## config.mk

```make
export PLATFORM = sky130hd
export DESIGN_NAME = adc_result_format_window_detect
export DESIGN_NICKNAME = d
export VERILOG_FILES = /design/src/core/adc_fmt_pkg.sv /design/src/core/adc_result_format_window_detect.sv /design/src/core/result_formatter.sv
export SDC_FILE = /design/constraint.sdc
export NUM_CORES = 1
export LEC_CHECK = 0
export ABC_AREA = 0
export BUFFER_PORTS_ARGS = -buffer_cell sky130_fd_sc_hd__buf_2
export CAP_MARGIN = 0
export CORE_UTILIZATION = 26
export DETAILED_ROUTE_END_ITERATION = 8
export PLACE_DENSITY_LB_ADDON = 0.05
export SYNTH_ARGS = -nofsm -noshare
export SYNTH_HDL_FRONTEND = slang
export SYNTH_SLANG_ARGS = --single-unit
export TNS_END_PERCENT = 10
```

## constraint.sdc

```tcl
create_clock -name clk_i -period 4.2 [get_ports clk_i]
set_input_delay 0.42 -clock clk_i [delete_from_list [all_inputs] [get_ports clk_i]]
set_output_delay 0.42 -clock clk_i [all_outputs]
set_load 0.01 [all_outputs]
```

## src/core/adc_fmt_pkg.sv

```systemverilog
package adc_fmt_pkg;
   localparam int RESULT_BITS = 10;
   // register addresses in special-function space
   localparam logic [7:0] ADDR_RESULT_LOW = 8'hBE;
   localparam logic [7:0] ADDR_RESULT_HIGH = 8'hBF;
   localparam logic [7:0] ADDR_UPPER_LOW = 8'hC4;
   localparam logic [7:0] ADDR_UPPER_HIGH = 8'hC5;
   localparam logic [7:0] ADDR_LOWER_LOW = 8'hC6;
   localparam logic [7:0] ADDR_LOWER_HIGH = 8'hC7;
   localparam logic [7:0] ADDR_CONTROL = 8'hE8;
   // control register bit positions
   localparam int BIT_LEFT_JUSTIFY = 0;
   localparam int BIT_WINDOW_MATCH = 1;
   localparam int BIT_BUSY = 4;
   localparam int BIT_DONE = 5;
   // reset values
   localparam logic [7:0] RESET_RESULT = 8'h00;
   localparam logic [7:0] RESET_UPPER = 8'hFF;
   localparam logic [7:0] RESET_LOWER = 8'h00;
   localparam logic [7:0] RESET_CONTROL = 8'h00;
endpackage

```

## src/core/adc_result_format_window_detect.sv

```systemverilog
`timescale 1ns/1ps
// Notes on behaviour
// - right justify: top two bits in high byte
// - right justify: sign-extend differential, zero single-ended
// - left justify: top eight bits in high byte
// - left justify: low two bits high, rest zero
// - single-ended unsigned, differential two's complement
// - compare each new result against limits
// - window flag readable and drives interrupt
// - upper limit bytes reset to all ones
// - lower limit from two writable bytes
// - window flag for inside or outside results
// - justify bit zero right, one left
// - window flag held until software clears
// - done flag sets on busy falling edge
module adc_result_format_window_detect
   import adc_fmt_pkg::*;
#(
   parameter int WIDTH = RESULT_BITS
) (
   input wire logic clk_i,
   input wire logic rst_i,
   // special-function register port
   input wire logic [7:0] sfr_addr_i,
   input wire logic [7:0] sfr_wdata_i,
   input wire logic sfr_wr_i,
   input wire logic sfr_rd_i,
   output logic [7:0] sfr_rdata_o,
   // converter side
   input wire logic conversion_busy_bit_i,
   input wire logic [WIDTH-1:0] code_i,
   input wire logic diff_i,
   output logic window_irq_o,
   output logic done_irq_o,
   output logic justify_select_o
);
   initial begin
      if (WIDTH != 10) $error("block serves a 10-bit converter only");
   end

   ////////////////////////////////////////////////////////////////////////
   // result bytes
   logic [7:0] result_low_byte_r, result_low_byte_nxt;
   logic [7:0] result_high_byte_r, result_high_byte_nxt;

   // limit bytes, kept in the layout of the result word
   logic [7:0] upper_limit_low_byte_r, upper_limit_low_byte_nxt;
   logic [7:0] upper_limit_high_byte_r, upper_limit_high_byte_nxt;
   logic [7:0] lower_limit_low_byte_r, lower_limit_low_byte_nxt;
   logic [7:0] lower_limit_high_byte_r, lower_limit_high_byte_nxt;

   // control register state; spare bits are only stored
   logic left_justify_bit_r, left_justify_bit_nxt;
   logic window_match_flag_r, window_match_flag_nxt;
   logic conversion_done_flag_r, conversion_done_flag_nxt;
   logic [7:0] control_keep_r, control_keep_nxt;

   // converter edge tracking
   logic busy_prev_r, busy_prev_nxt;
   logic new_result;

   // software write strobes, one per register
   logic wr_result_low;
   logic wr_result_high;
   logic wr_upper_low;
   logic wr_upper_high;
   logic wr_lower_low;
   logic wr_lower_high;
   logic wr_control;

   // window compare
   logic [15:0] new_word;
   logic [15:0] upper_word;
   logic [15:0] lower_word;
   logic above;
   logic below;
   logic inside_mode;
   logic match;
   logic [7:0] control_view;

   function automatic logic wr_hit(input logic [7:0] a, input logic [7:0] want, input logic wr);
      wr_hit = wr && (a == want);
   endfunction

   // signed compare when differential, else unsigned (16-bit formatted words)
   function automatic logic less_than(input logic [15:0] a, input logic [15:0] b, input logic sgn);
      if (sgn) begin
         less_than = $signed(a) < $signed(b);
      end else begin
         less_than = a < b;
      end
   endfunction

   ////////////////////////////////////////////////////////////////////////
   // a write is taken on any edge that sees the strobe high
   assign wr_result_low = wr_hit(sfr_addr_i, ADDR_RESULT_LOW, sfr_wr_i);
   assign wr_result_high = wr_hit(sfr_addr_i, ADDR_RESULT_HIGH, sfr_wr_i);
   assign wr_upper_low = wr_hit(sfr_addr_i, ADDR_UPPER_LOW, sfr_wr_i);
   assign wr_upper_high = wr_hit(sfr_addr_i, ADDR_UPPER_HIGH, sfr_wr_i);
   assign wr_lower_low = wr_hit(sfr_addr_i, ADDR_LOWER_LOW, sfr_wr_i);
   assign wr_lower_high = wr_hit(sfr_addr_i, ADDR_LOWER_HIGH, sfr_wr_i);
   assign wr_control = wr_hit(sfr_addr_i, ADDR_CONTROL, sfr_wr_i);

   result_formatter #(
      .WIDTH(WIDTH)
   ) u_formatter (
      .code_i(code_i),
      .left_i(left_justify_bit_r),
      .diff_i(diff_i),
      .word_o(new_word)
   );

   ////////////////////////////////////////////////////////////////////////
   // a result is taken on the first cycle busy is seen low after high
   // busy_prev resets low, so a converter idle through reset gives no false result
   always_comb begin
      busy_prev_nxt = conversion_busy_bit_i;
   end

   always_ff @(posedge clk_i) begin
      if (rst_i) begin
         busy_prev_r <= 1'b0;
      end else begin
         busy_prev_r <= busy_prev_nxt;
      end
   end

   assign new_result = busy_prev_r && !conversion_busy_bit_i;

   ////////////////////////////////////////////////////////////////////////
   // limits are compared in the layout of the word just formatted, so software
   // must program them in the same justification and signedness
   // both compares are strict: a word equal to a limit never matches
   assign upper_word = {upper_limit_high_byte_r, upper_limit_low_byte_r};
   assign lower_word = {lower_limit_high_byte_r, lower_limit_low_byte_r};

   always_comb begin
      above = less_than(upper_word, new_word, diff_i);
      below = less_than(new_word, lower_word, diff_i);
      inside_mode = less_than(upper_word, lower_word, diff_i);
      if (inside_mode) begin
         match = above && below;
      end else begin
         match = above || below;
      end
   end

   ////////////////////////////////////////////////////////////////////////
   // a fresh result overrides a software write in the same cycle
   always_comb begin
      result_low_byte_nxt = result_low_byte_r;
      result_high_byte_nxt = result_high_byte_r;
      if (wr_result_low) begin
         result_low_byte_nxt = sfr_wdata_i;
      end
      if (wr_result_high) begin
         result_high_byte_nxt = sfr_wdata_i;
      end
      if (new_result) begin
         result_high_byte_nxt = new_word[15:8];
         result_low_byte_nxt = new_word[7:0];
      end
   end

   always_ff @(posedge clk_i) begin
      if (rst_i) begin
         result_low_byte_r <= RESET_RESULT;
         result_high_byte_r <= RESET_RESULT;
      end else begin
         result_low_byte_r <= result_low_byte_nxt;
         result_high_byte_r <= result_high_byte_nxt;
      end
   end

   ////////////////////////////////////////////////////////////////////////
   always_comb begin
      upper_limit_low_byte_nxt = upper_limit_low_byte_r;
      upper_limit_high_byte_nxt = upper_limit_high_byte_r;
      if (wr_upper_low) begin
         upper_limit_low_byte_nxt = sfr_wdata_i;
      end
      if (wr_upper_high) begin
         upper_limit_high_byte_nxt = sfr_wdata_i;
      end
   end

   always_ff @(posedge clk_i) begin
      if (rst_i) begin
         upper_limit_low_byte_r <= RESET_UPPER;
         upper_limit_high_byte_r <= RESET_UPPER;
      end else begin
         upper_limit_low_byte_r <= upper_limit_low_byte_nxt;
         upper_limit_high_byte_r <= upper_limit_high_byte_nxt;
      end
   end

   ////////////////////////////////////////////////////////////////////////
   always_comb begin
      lower_limit_low_byte_nxt = lower_limit_low_byte_r;
      lower_limit_high_byte_nxt = lower_limit_high_byte_r;
      if (wr_lower_low) begin
         lower_limit_low_byte_nxt = sfr_wdata_i;
      end
      if (wr_lower_high) begin
         lower_limit_high_byte_nxt = sfr_wdata_i;
      end
   end

   always_ff @(posedge clk_i) begin
      if (rst_i) begin
         lower_limit_low_byte_r <= RESET_LOWER;
         lower_limit_high_byte_r <= RESET_LOWER;
      end else begin
         lower_limit_low_byte_r <= lower_limit_low_byte_nxt;
         lower_limit_high_byte_r <= lower_limit_high_byte_nxt;
      end
   end

   ////////////////////////////////////////////////////////////////////////
   // justify select and the stored spare bits
   always_comb begin
      left_justify_bit_nxt = left_justify_bit_r;
      control_keep_nxt = control_keep_r;
      if (wr_control) begin
         left_justify_bit_nxt = sfr_wdata_i[BIT_LEFT_JUSTIFY];
         control_keep_nxt = sfr_wdata_i;
      end
   end

   always_ff @(posedge clk_i) begin
      if (rst_i) begin
         left_justify_bit_r <= RESET_CONTROL[BIT_LEFT_JUSTIFY];
         control_keep_r <= RESET_CONTROL;
      end else begin
         left_justify_bit_r <= left_justify_bit_nxt;
         control_keep_r <= control_keep_nxt;
      end
   end

   ////////////////////////////////////////////////////////////////////////
   // writing 0 clears a flag; a hardware set in the same cycle still wins,
   // so an event is never lost to a clear that raced it
   always_comb begin
      window_match_flag_nxt = window_match_flag_r;
      conversion_done_flag_nxt = conversion_done_flag_r;
      if (wr_control) begin
         window_match_flag_nxt = sfr_wdata_i[BIT_WINDOW_MATCH];
         conversion_done_flag_nxt = sfr_wdata_i[BIT_DONE];
      end
      if (new_result) begin
         conversion_done_flag_nxt = 1'b1;
         if (match) begin
            window_match_flag_nxt = 1'b1;
         end
      end
   end

   always_ff @(posedge clk_i) begin
      if (rst_i) begin
         window_match_flag_r <= RESET_CONTROL[BIT_WINDOW_MATCH];
         conversion_done_flag_r <= RESET_CONTROL[BIT_DONE];
      end else begin
         window_match_flag_r <= window_match_flag_nxt;
         conversion_done_flag_r <= conversion_done_flag_nxt;
      end
   end

   ////////////////////////////////////////////////////////////////////////
   // the busy bit reads the converter's level as it stands
   always_comb begin
      control_view = control_keep_r;
      control_view[BIT_LEFT_JUSTIFY] = left_justify_bit_r;
      control_view[BIT_WINDOW_MATCH] = window_match_flag_r;
      control_view[BIT_BUSY] = conversion_busy_bit_i;
      control_view[BIT_DONE] = conversion_done_flag_r;
   end

   // read data is combinational and reads have no side effect, so polling is safe
   // unmapped addresses read zero
   always_comb begin
      sfr_rdata_o = 8'h00;
      if (sfr_rd_i) begin
         case (sfr_addr_i)
            ADDR_RESULT_LOW: sfr_rdata_o = result_low_byte_r;
            ADDR_RESULT_HIGH: sfr_rdata_o = result_high_byte_r;
            ADDR_UPPER_LOW: sfr_rdata_o = upper_limit_low_byte_r;
            ADDR_UPPER_HIGH: sfr_rdata_o = upper_limit_high_byte_r;
            ADDR_LOWER_LOW: sfr_rdata_o = lower_limit_low_byte_r;
            ADDR_LOWER_HIGH: sfr_rdata_o = lower_limit_high_byte_r;
            ADDR_CONTROL: sfr_rdata_o = control_view;
            default: sfr_rdata_o = 8'h00;
         endcase
      end
   end

   // interrupt requests follow the flags directly
   assign window_irq_o = window_match_flag_r;
   assign done_irq_o = conversion_done_flag_r;
   assign justify_select_o = left_justify_bit_r;
endmodule

```

## src/core/result_formatter.sv

```systemverilog
`timescale 1ns/1ps
module result_formatter
   import adc_fmt_pkg::*;
#(
   parameter int WIDTH = RESULT_BITS
) (
   input wire logic [WIDTH-1:0] code_i,
   input wire logic left_i,
   input wire logic diff_i,
   output logic [15:0] word_o
);
   initial begin
      if (WIDTH != 10) $error("result_formatter serves a 10-bit code only");
   end
   always_comb begin
      if (left_i) begin
         word_o = {code_i, 6'h00};
      end else begin
         word_o = {{6{diff_i & code_i[WIDTH-1]}}, code_i};
      end
   end
endmodule

```

* After elaboration in Yosys (flattened, before gate mapping)
Cells that the tools add are included.
** Word-level totals
- Register bits after elaboration :: 60
- Memories :: 0
- Latch bits :: 0
- Bits in read-only memories :: 0
- Input bits :: 32
- Logic and storage cells :: 55
- Output and inout port bits :: 11
- Memory bits (writable) :: 0
** Operators by class
- Reduce and logical (&&, ||, !) cells :: 14
- Add/subtract/negate cells :: 0
- Bitwise logic cells :: 1
- Shift-type cells :: 0
- Multipliers :: 0
- $lt $le $gt $ge :: 6
- Eq/ne operators :: 7
- Mux-type cells :: 16
- Divide/modulo/power cells :: 0
** Operators with widths (count)
- < comparator 16 bit :: 6
- == test 8 bit (second input constant) :: 7
- case mux 8 bit (7 select lines) :: 1
- 2-to-1 mux 8 bit :: 5
- 2-to-1 mux 16 bit :: 1
- logical AND 1 bit :: 9
- 2-to-1 mux 1 bit :: 9
- nonzero test 2 bit :: 3
- bitwise AND 1 bit :: 1
- zero test 1 bit :: 1
- logical OR 1 bit :: 1

* Depth between registers and ports, before layout
Gate-level depths: netlist of run 1.
- Word-level depth :: 8
- Gate-level depth with buffers :: 13
- Gate-level depth less buffers :: 12

* Hierarchy
Synthesis of run 1 repeated with hierarchy kept, for this count alone.
** Unflattened totals
- Cell total of the unflattened synthesis :: 479
- Area, all modules :: 3968.8 µm²
** Modules (own cells, without submodules)
- adc_result_format_window_detect :: seq. area each 1121.1 µm², times used 1, cells an instance 455, area an instance 3783.6 µm²
- result_formatter :: seq. area each 0.0 µm², times used 1, cells an instance 24, area an instance 185.2 µm²

* Least setup slack after synthesis of run 1
Ideal clock, no wire load.
- Path kind :: flip-flop to flip-flop
- Start point :: register control_keep_r[0] (netlist name)
- End point :: register window_match_flag_r, in the netlist window_irq_o
- Stages on the path, launching flop included :: 11
- Required time :: 4.063 ns
- Library setup time :: 0.137 ns
- Arrival :: 2.386 ns
- Setup slack :: 1.677 ns
- Buffers on the path :: 2
- Clock period less this slack :: 2.523 ns
- Cell sequence :: dfxtp_1 clkbuf_1 clkbuf_1 o21a_1 ha_1 and4_1 nand2_1 a2111oi_0 nor4_1 o311ai_0 o211ai_1
** RTL lines
- to (signal assigned) :: RTL line adc_result_format_window_detect.sv:260 : window_match_flag_r <= RESET_CONTROL[BIT_WINDOW_MATCH];
- to (signal assigned) :: RTL line adc_result_format_window_detect.sv:263 : window_match_flag_r <= window_match_flag_nxt;
- to (decl) :: RTL line adc_result_format_window_detect.sv:54 : logic window_match_flag_r, window_match_flag_nxt;

==> results of run 1 <==
Yosys cell counts, types with 2 or more instances:
master    count
a211o_1      16
o21ai_0      15
nand2b_1     11
nor3_1        4
buf_4         2
a21o_1        4
mux2i_1      27
a311oi_1      8
mux2_2        5
dfxtp_1      56
buf_2         3
o211ai_1      4
nand4_1       5
nor2b_1       9
nor2_2        2
or3_1         2
inv_1        32
a21oi_1      24
a211oi_1     12
nand3_1      14
clkbuf_1     18
ha_1         45
o311ai_0      2
a22oi_1      15
a221oi_1      8
nor2_1       50
and3_1       10
nand2_1      50
per-stage QoR:
step           hold slack, ns   util  power [W]
2_1_floorplan           0.432      -   0.000641
4_1_cts                 0.370  0.303    0.00116
5_1_grt                 0.386  0.303    0.00119
3_3_place_gp            0.445  0.293   0.000706
3_5_place_dp            0.445  0.293   0.000705
6_report                0.373  0.303    0.00114
worst max-delay path, cell delays in order (launching register included):
cell and delay [ns]:
dfxtp_1 0.76, or2_2 0.27, nand2_1 0.10, ha_1 0.31, and4_1 0.25, nand2_1 0.09
a2111oi_0 0.54, nor4_1 0.15, o311ai_0 0.35, o211ai_1 0.14
registers in the layout, indices dropped and copies added (netlist names):
name	cells
lower_limit_high_byte_r	8
result_low_byte_r	8
window_irq_o	1
busy_prev_r	1
control_keep_r	5
result_high_byte_r	8
upper_limit_high_byte_r	8
lower_limit_low_byte_r	8
done_irq_o	1
upper_limit_low_byte_r	8
where the power goes:
| group | internal (W) | switching [W] |
|---|---|---|
| registers | 0.000540 | 0.00000654 |
| logic | 0.0000513 | 0.0000940 |
| clock network | 0.000236 | 0.000208 |
| total | 0.000828 | 0.000308 |
per-layer routing:
metal / GRT usage / share of wire / up-vias
li1: - / - / 1786
met1: 0.280 / 0.51 / 1689
met2: 0.309 / 0.44 / 86
met3: 0.0219 / 0.045 / 8
met4: 0.0340 / 0.0078 / 0
met5: 0 / 0 / -
how the worst max path moves through the flow:
| stage | start | to | slack, ns | depth (start not counted) |
|---|---|---|---|---|
| 2_1_floorplan | control_keep_r[0]$_SDFFE_PP0P_ | window_irq_o$_SDFF_PP0_ | 1.68 | 10 |
| 3_3_place_gp | sfr_addr_i[0] | sfr_rdata_o[0] | 1.32 | 7 |
| 3_5_place_dp | control_keep_r[0]$_SDFFE_PP0P_ | window_irq_o$_SDFF_PP0_ | 1.19 | 9 |
| 4_1_cts | control_keep_r[0]$_SDFFE_PP0P_ | window_irq_o$_SDFF_PP0_ | 1.13 | 9 |
| 5_1_grt | control_keep_r[0]$_SDFFE_PP0P_ | window_irq_o$_SDFF_PP0_ | 0.81 | 9 |
| 6_report | control_keep_r[0]$_SDFFE_PP0P_ | window_irq_o$_SDFF_PP0_ | 1.09 | 9 |
final cells by class:
class | instances | area share
Multi-Input combinational cell | 364 | 0.579
Sequential cell | 56 | 0.253
Timing Repair Buffer | 46 | 0.0543
Tap cell | 184 | 0.0520
Clock buffer | 6 | 0.0314
Inverter | 32 | 0.0271
Clock inverter | 2 | 0.00226
cell families after synthesis:
logic type      Yosys count
buf+inv                  57
flops                    56
simple gates            170
mux                      32
fa+ha+maj                45
compound gates          116
xor+xnor                  1
==> impl_metrics.py, run 1 <==
metrics = {
    "synth": {
        "synthCells": 477,
        "synth.top_cell.area_share": 0.286,
        "yosys.cell_types.count": 52,
        "synth-simple-area-share": 0.216,
        "synth_flop_cell": "dfxtp_1",
        "ys_async_sr_fraction": 0,
        "synthesis.area_um2": 3920,
        "synth_fa_ha_area_frac": 0.144,
        "synth_top_family_by_area": "simple AND/OR/NAND/NOR gates",
        "synth_fp_nets": 554,
        "yosys-top-cells-area": "dfxtp_1, ha_1, mux2i_1",
        "ys.warnings.count": 0,
        "synthXorXnorAreaFrac": 0.00224,
        "synth_edf_count": 0,
        "synth.area.mux_share": 0.0834,
        "ys_ff_latch": 56,
        "yosysSeqAreaShare": 0.286,
        "synth-compound-area-share": 0.209,
        "synth_area_leader_cell": "dfxtp_1",
        "synth_area_per_cell_um2": 8.21,
    },
    "place": {
        "gp_congestion": 0.844,
        "dp.final_hpwl_um": 11100,
        "detailed_place.area_um2": 4280,
        "portBuffers": 42,
        "placed_cells": 682,
        "dp_slack_ns": 1.19,
    },
    "clocking": {
        "clk_path_buf_depth": 2,
        "clk_pin_slew_ns": 0.07,
        "postCtsSetupBuffers": 0,
        "cts_buffers": 5,
        "hold_buffers": 0,
        "root_buffer": "clkbuf_16",
        "htreeDepth": 2,
        "insertion_delay_ns": 0.30,
        "cts_resized": 0,
        "cts_tree": "yes",
        "clock-sinks": 56,
    },
    "hold_path": {
        "holdPathEnd": "busy_prev_r$_SDFF_PP0_",
        "hold_depth": 2,
        "min_from": "conversion_busy_bit_i",
        "hold_path_class": "in2reg",
    },
    "sta": {
        "relSlewSlack": 0.444,
        "tns_ns": 0,
        "hold_violations": 0,
        "rsz0062_at_grt": "no",
        "skew_ns": 0.00306,
        "finalSetupViolCount": 0,
        "finalWorstSetupSlack_ns": 1.09,
        "max_freq_ghz": 0.321,
        "period_needed_ns": 3.11,
        "finalCritPeriodShare": 0.741,
        "drv_slew": 0,
        "worst_pin_slew_ns": 0.828,
    },
    "drt": {
        "vias": 3569,
        "finalWirelength_um": 14800,
        "wl_per_cell_um": 21.5,
        "vias_per_cell": 5.17,
        "drc": 0,
        "drtAntennaViolNets": 0,
        "drt_first_pass_iters": 4,
        "drt_iter0_drc": 259,
    },
    "die": {
        "die_w_um": 125,
        "initial_core_util": 0.268,
        "die_y_um": 125,
        "die_area_um2": 15600,
        "core_area_um2": 14600,
        "placementRows": 44,
        "ioPinCount": 43,
    },
    "grt": {
        "grt-ovfl-total": 0,
        "grt_pass1_vias": 3537,
        "grt_max_degree": 56,
        "grt_pass1_wl_um": 22500,
        "antenna_found_initial": 0,
        "track_usage": 0.193,
    },
    "setup_path": {
        "critical_path_class": "reg2reg",
        "reg2regPathDepth": 9,
        "worst_r2r_endpoint": "window_irq_o$_SDFF_PP0_",
        "crit_path_end_kind": "register",
        "cp_max_fo": 20,
        "required_ns": 4.37,
        "timing.rr.start": "control_keep_r[0]$_SDFFE_PP0P_",
        "ff2ff_setup_slack_ns": 1.09,
        "critPathLaunchType": "register",
        "critPathArrivalTime_ns": 3.28,
    },
    "power": {
        "powerDensity_nw_per_um2": 257,
        "ir_worst_vdd_uv": 144,
        "p_leak_nw": 1.74,
    },
    "status": {
        "outcome": "completed",
    },
    "layout": {
        "syn2layout_area_growth_pct": 13.0,
        "final_layout_size_suffix_gt1_frac": 0.136,
        "seqCellArea_um2": 1120,
        "layout_commonest_cell": "dfxtp_1",
        "fin_cells": 690,
        "design_area_um2": 4420,
        "multiInputGateArea_um2": 2560,
        "mostFrequentLayoutCells": "dfxtp_1, nor2_1, nand2_1",
        "diodes": 0,
        "nets": 582,
        "fillers": 1574,
    },
    "flow_run": {
        "maxCapViolations": 0,
    },
}
Power figures use the tool's default switching activity.
==> inputs of run 2 (changes only) <==
- clock period: 4.2 -> 2.6 ns (I/O delays scaled with it)
==> impl_metrics.py, run 2 (synthesis gave the netlist of run 1 again) <==
metrics = {
    "place": {
        "dp.final_hpwl_um": 11600,
        "dp_slack_ns": -0.0455,
        "portBuffers": 42,
        "gp_congestion": 0.860,
        "detailed_place.area_um2": 4510,
    },
    "sta": {
        "hold_violations": 0,
        "tns_ns": 0,
        "finalCritPeriodShare": 0.933,
        "worst_pin_slew_ns": 0.742,
        "skew_ns": 0.0115,
        "finalSetupViolCount": 0,
        "rsz0062_at_grt": "no",
        "period_needed_ns": 2.43,
        "finalWorstSetupSlack_ns": 0.174,
        "relSlewSlack": 0.502,
        "drv_slew": 0,
        "max_freq_ghz": 0.412,
    },
    "setup_path": {
        "worst_r2r_endpoint": "window_irq_o$_SDFF_PP0_",
        "critPathArrivalTime_ns": 2.61,
        "ff2ff_setup_slack_ns": 0.17,
        "crit_chain": "buf_4, o21a_1, ha_1, and4_1, nand2_1, a2111oi_1, nor4_1, o311ai_1, o211ai_1",
        "required_ns": 2.78,
        "critPathLaunch": "control_keep_r[0]$_SDFFE_PP0P_",
        "path_buf_inv": 1,
        "worst-path-stages": 9,
        "crit_path_end_kind": "register",
        "max_stage_delay_ns": 0.39,
        "path_delay_family": "compound AO/OA/AOI/OAI gates",
        "critPathLaunchType": "register",
        "worstSetupEndpoint": "window_irq_o$_SDFF_PP0_",
        "timing.rr.start": "control_keep_r[0]$_SDFFE_PP0P_",
        "critical_path_class": "reg2reg",
        "cp_max_fo": 9,
        "reg2regPathDepth": 9,
        "crit_slowest_cell": "a2111oi_1",
    },
    "power": {
        "powerDensity_nw_per_um2": 392,
        "ir_worst_vdd_uv": 243,
        "p_leak_nw": 1.89,
    },
    "clocking": {
        "htreeDepth": 2,
        "clk_path_buf_depth": 2,
        "root_buffer": "clkbuf_16",
        "clk_pin_slew_ns": 0.08,
        "cts_buffers": 5,
        "cts_tree": "yes",
        "postCtsSetupBuffers": 0,
        "clock-sinks": 56,
        "insertion_delay_ns": 0.30,
        "hold_buffers": 0,
    },
    "layout": {
        "fillers": 1591,
        "layout_commonest_cell": "dfxtp_1",
        "mostFrequentLayoutCells": "dfxtp_1, nor2_1, nand2_1",
        "syn2layout_area_growth_pct": 19.0,
        "final_layout_size_suffix_gt1_frac": 0.188,
        "design_area_um2": 4660,
        "nets": 614,
        "diodes": 0,
    },
    "drt": {
        "drt_first_pass_iters": 5,
        "drt_iter0_drc": 265,
        "drtAntennaViolNets": 0,
        "finalWirelength_um": 15100,
        "vias": 3808,
        "vias_per_cell": 5.28,
        "wl_per_cell_um": 21.0,
        "drc": 0,
    },
    "status": {
        "outcome": "completed",
    },
    "die": {
        "placementRows": 44,
        "core_area_um2": 14600,
        "die_area_um2": 15600,
        "initial_core_util": 0.268,
        "die_w_um": 125,
        "ioPinCount": 43,
        "die_y_um": 125,
    },
    "grt": {
        "grt_max_degree": 35,
        "grt-ovfl-total": 0,
        "grt_pass1_wl_um": 23000,
        "track_usage": 0.197,
        "antenna_found_initial": 0,
        "grt_pass1_vias": 3682,
    },
    "hold_path": {
        "hold_path_class": "in2reg",
    },
    "flow_run": {
        "maxCapViolations": 0,
    },
}
## run 2: report_power, final
group          switching (W)  leakage [nW]  total, W  internal (W)
registers          0.0000104         0.455  0.000884      0.000873
logic               0.000161          1.37  0.000263      0.000102
clock network       0.000329        0.0667  0.000681      0.000353
total               0.000500          1.89   0.00183       0.00133
## run 2: per-layer routing
| metal | GRT usage | share of wire | vias to the layer above |
|---|---|---|---|
| met3 | 0.0232 | 0.056 | 21 |
| met2 | 0.312 | 0.43 | 118 |
| li1 | - | - | 1850 |
| met4 | 0.0581 | 0.023 | 0 |
| met5 | 0 | 0 | - |
| met1 | 0.278 | 0.49 | 1819 |
## run 2: area by class of cell
cell class	instances	area [µm²]	share of cell area
Multi-Input combinational cell	364	2570	0.552
Sequential cell	56	1120	0.241
Timing Repair Buffer	78	480	0.103
Tap cell	184	230	0.0494
Clock buffer	6	129	0.0277
Inverter	32	120	0.0258
Clock inverter	1	5.00	0.00107
## run 2: per-stage QoR
stage / util / power [W] / instances / hold slack, ns
final: 0.319 / 0.00183 / 721 / 0.211
after global routing: 0.319 / 0.00190 / 721 / 0.248
after CTS: 0.319 / 0.00185 / 721 / 0.204
after detailed placement: 0.309 / 0.00116 / 714 / 0.451
after global placement: 0.309 / 0.00117 / 714 / 0.447
after floorplan: - / 0.00104 / 477 / 0.378
## run 2: worst min-delay path by stage
stage                                        start                                      to  slack, ns  cells after the start
global placement    control_keep_r[6]$_SDFFE_PP0P_          control_keep_r[6]$_SDFFE_PP0P_       0.45                      2
floorplan                           sfr_wdata_i[0]  upper_limit_low_byte_r[0]$_SDFFE_PP1P_       0.38                      1
CTS                          conversion_busy_bit_i                  busy_prev_r$_SDFF_PP0_       0.20                      2
finish                       conversion_busy_bit_i                  busy_prev_r$_SDFF_PP0_       0.21                      2
global route                 conversion_busy_bit_i                  busy_prev_r$_SDFF_PP0_       0.25                      2
detailed placement  control_keep_r[2]$_SDFFE_PP0P_          control_keep_r[2]$_SDFFE_PP0P_       0.45                      2
## run 2: what timing repair did
item | CTS | global route
pin swaps | 0 | 1
endpoints found under the hold margin | 0 | 0
setup endpoints to repair | 1 | 1
resized for setup | 1 | 4
==> inputs of run 3 (changes only) <==
- CORE_MARGIN: unset -> 2
- SYNTH_HIERARCHICAL: unset -> 1
==> impl_metrics.py, run 3 <==
metrics = {
    "status": {
        "outcome": "completed",
    },
    "drt": {
        "drt_iter0_drc": 247,
        "finalWirelength_um": 14800,
        "vias": 3727,
        "drc": 0,
        "wl_per_cell_um": 20.5,
        "vias_per_cell": 5.17,
        "drtAntennaViolNets": 0,
        "drt_first_pass_iters": 4,
    },
    "setup_path": {
        "path_delay_family": "simple AND/OR/NAND/NOR gates",
        "crit_slowest_cell": "dfxtp_1",
        "path_buf_inv": 2,
        "max_stage_delay_ns": 0.33,
        "cp_max_fo": 20,
        "critPathArrivalTime_ns": 2.64,
        "crit_chain": "buf_12, nand3b_4, nand2_1, inv_1, ha_1, nand4_1, nor4_2, a221oi_2, xnor2_1, o22ai_2, o221ai_1, a31oi_1",
        "critical_path_class": "reg2reg",
        "required_ns": 2.79,
        "critPathLaunchType": "register",
        "crit_path_end_kind": "register",
    },
    "sta": {
        "relSlewSlack": 0.428,
        "finalSetupViolCount": 0,
        "max_freq_ghz": 0.409,
        "tns_ns": 0,
        "drv_slew": 0,
        "hold_violations": 0,
        "period_needed_ns": 2.45,
        "worst_pin_slew_ns": 0.852,
        "finalCritPeriodShare": 0.941,
        "whs_ns": 0.262,
        "skew_ns": 0.0134,
    },
    "layout": {
        "final_layout_size_suffix_gt1_frac": 0.182,
        "syn2layout_area_growth_pct": 18.5,
        "nets": 610,
        "diodes": 0,
        "mostFrequentLayoutCells": "nand2_1, dfxtp_1, ha_1",
        "layout_commonest_cell": "nand2_1",
        "design_area_um2": 4700,
    },
    "synth": {
        "synth_area_leader_cell": "dfxtp_1",
        "synth_common_cells": "nand2_1, dfxtp_1, ha_1",
        "ys_ff_latch": 56,
        "ys.warnings.count": 6,
        "synth_edf_count": 0,
        "yosysSeqAreaShare": 0.282,
        "synthCells": 479,
        "synth.top_cell.area_share": 0.282,
        "yosys-top-cells-area": "dfxtp_1, ha_1, mux2i_1",
        "synth_area_per_cell_um2": 8.29,
        "synth_flop_cell": "dfxtp_1",
        "yosys.cell_types.count": 54,
        "synth.most_common_cell": "nand2_1",
        "synth_fp_nets": 556,
        "synthesis.area_um2": 3970,
        "ys_async_sr_fraction": 0,
    },
    "grt": {
        "grt_max_degree": 57,
        "antenna_found_initial": 1,
        "track_usage": 0.188,
        "grt-ovfl-total": 0,
        "grt_pass1_wl_um": 22900,
        "grt_pass1_vias": 3740,
    },
    "clocking": {
        "hold_buffers": 0,
        "htreeDepth": 2,
        "clk_path_buf_depth": 2,
        "cts_buffers": 5,
        "insertion_delay_ns": 0.31,
        "clk_pin_slew_ns": 0.08,
        "clock-sinks": 56,
        "cts_tree": "yes",
        "root_buffer": "clkbuf_16",
    },
    "place": {
        "detailed_place.area_um2": 4530,
        "portBuffers": 42,
        "dp.final_hpwl_um": 11400,
        "gp_congestion": 0.797,
    },
    "flow_run": {
        "maxCapViolations": 0,
    },
    "power": {
        "ir_worst_vdd_uv": 226,
        "p_total_w": 0.00184,
        "powerDensity_nw_per_um2": 391,
        "p_leak_nw": 1.85,
    },
    "die": {
        "die_area_um2": 16300,
        "core_area_um2": 15000,
        "initial_core_util": 0.264,
        "die_y_um": 128,
        "placementRows": 45,
        "ioPinCount": 43,
        "die_w_um": 128,
    },
    "hold_path": {
        "hold_path_class": "in2reg",
    },
}
[run 3: cell types whose count changed in the layout (fill, tap and decap cells not counted), moves of 5 or more]
cell,delta
nand2_1,+14
nor2_1,-11
a31oi_1,+9
a221oi_1,-8
buf_4,-9
nand2b_1,-9
a211o_1,-8
nand3b_1,+7
a22o_1,+7
nand3_1,+5
[run 3: cells by family (layout without fill, tap and decap cells)]
family,Yosys count,after routing,share of synthesized area
AND/OR/NAND/NOR,173,173,0.221
XOR/XNOR,1,1,0.00221
AO/OA/AOI/OAI,116,116,0.209
adder cells (fa/ha/maj),45,45,0.142
multiplexers,31,31,0.0835
buffers and inverters,57,111,0.0605
flip-flops,56,56,0.282
[run 3: through the flow]
step	cells	utilization	setup slack [ns]
after CTS	720	0.310	0.0622
after floorplan	479	-	0.212
final	721	0.313	0.154
after detailed placement	713	0.302	0.0887
after global routing	721	0.313	-0.0161
after global placement	713	0.302	0.113
[run 3: worst register-to-register path: cells and delay by family, from the launching register on]
kind,cells,cell delay (ns)
buffers and inverters,2,0.22
AO/OA/AOI/OAI,4,0.52
AND/OR/NAND/NOR,4,0.80
flip-flops,1,0.33
adder cells (fa/ha/maj),1,0.30
XOR/XNOR,1,0.18
[run 3: where the power goes]
group / switching [W] / internal [W] / leakage (nW)
registers: 0.00000922 / 0.000873 / 0.454
logic: 0.000162 / 0.000103 / 1.33
clock network: 0.000341 / 0.000353 / 0.0667
total: 0.000512 / 0.00133 / 1.85
[run 3: area by class of cell]
type | instances | area, µm²
clock buffers | 6 | 129
clock inverters | 1 | 5.00
fillers | 1630 | 10300
inverters | 33 | 124
multi-input cells | 366 | 2640
flip-flops and latches | 56 | 1120
well taps | 188 | 235
repair buffers | 71 | 453
[run 3: timing repair]
item / CTS / global route
resized for setup: 0 / 6
setup buffers: 0 / 1
setup endpoints to repair: 0 / 1
[run 3: final timing paths]
kind | end | slack, ns | cells after the start | start
max reg2reg | window_irq_o$_SDFF_PP0_ | 0.15 | 12 | control_keep_r[0]$_SDFFE_PP0P_
min | busy_prev_r$_SDFF_PP0_ | 0.26 | 2 | conversion_busy_bit_i
min reg2reg | control_keep_r[7]$_SDFFE_PP0P_ | 0.46 | 2 | control_keep_r[7]$_SDFFE_PP0P_
max | window_irq_o$_SDFF_PP0_ | 0.15 | 12 | control_keep_r[0]$_SDFFE_PP0P_
[run 3: layer usage]
| layer | global-route usage | vias up | wire [µm] |
|---|---|---|---|
| met4 | 0.0537 | 2 | 256 |
| met5 | 0 | - | 13 |
| met2 | 0.310 | 74 | 6890 |
| li1 | - | 1843 | - |
| met1 | 0.254 | 1792 | 6930 |
| met3 | 0.0310 | 16 | 673 |
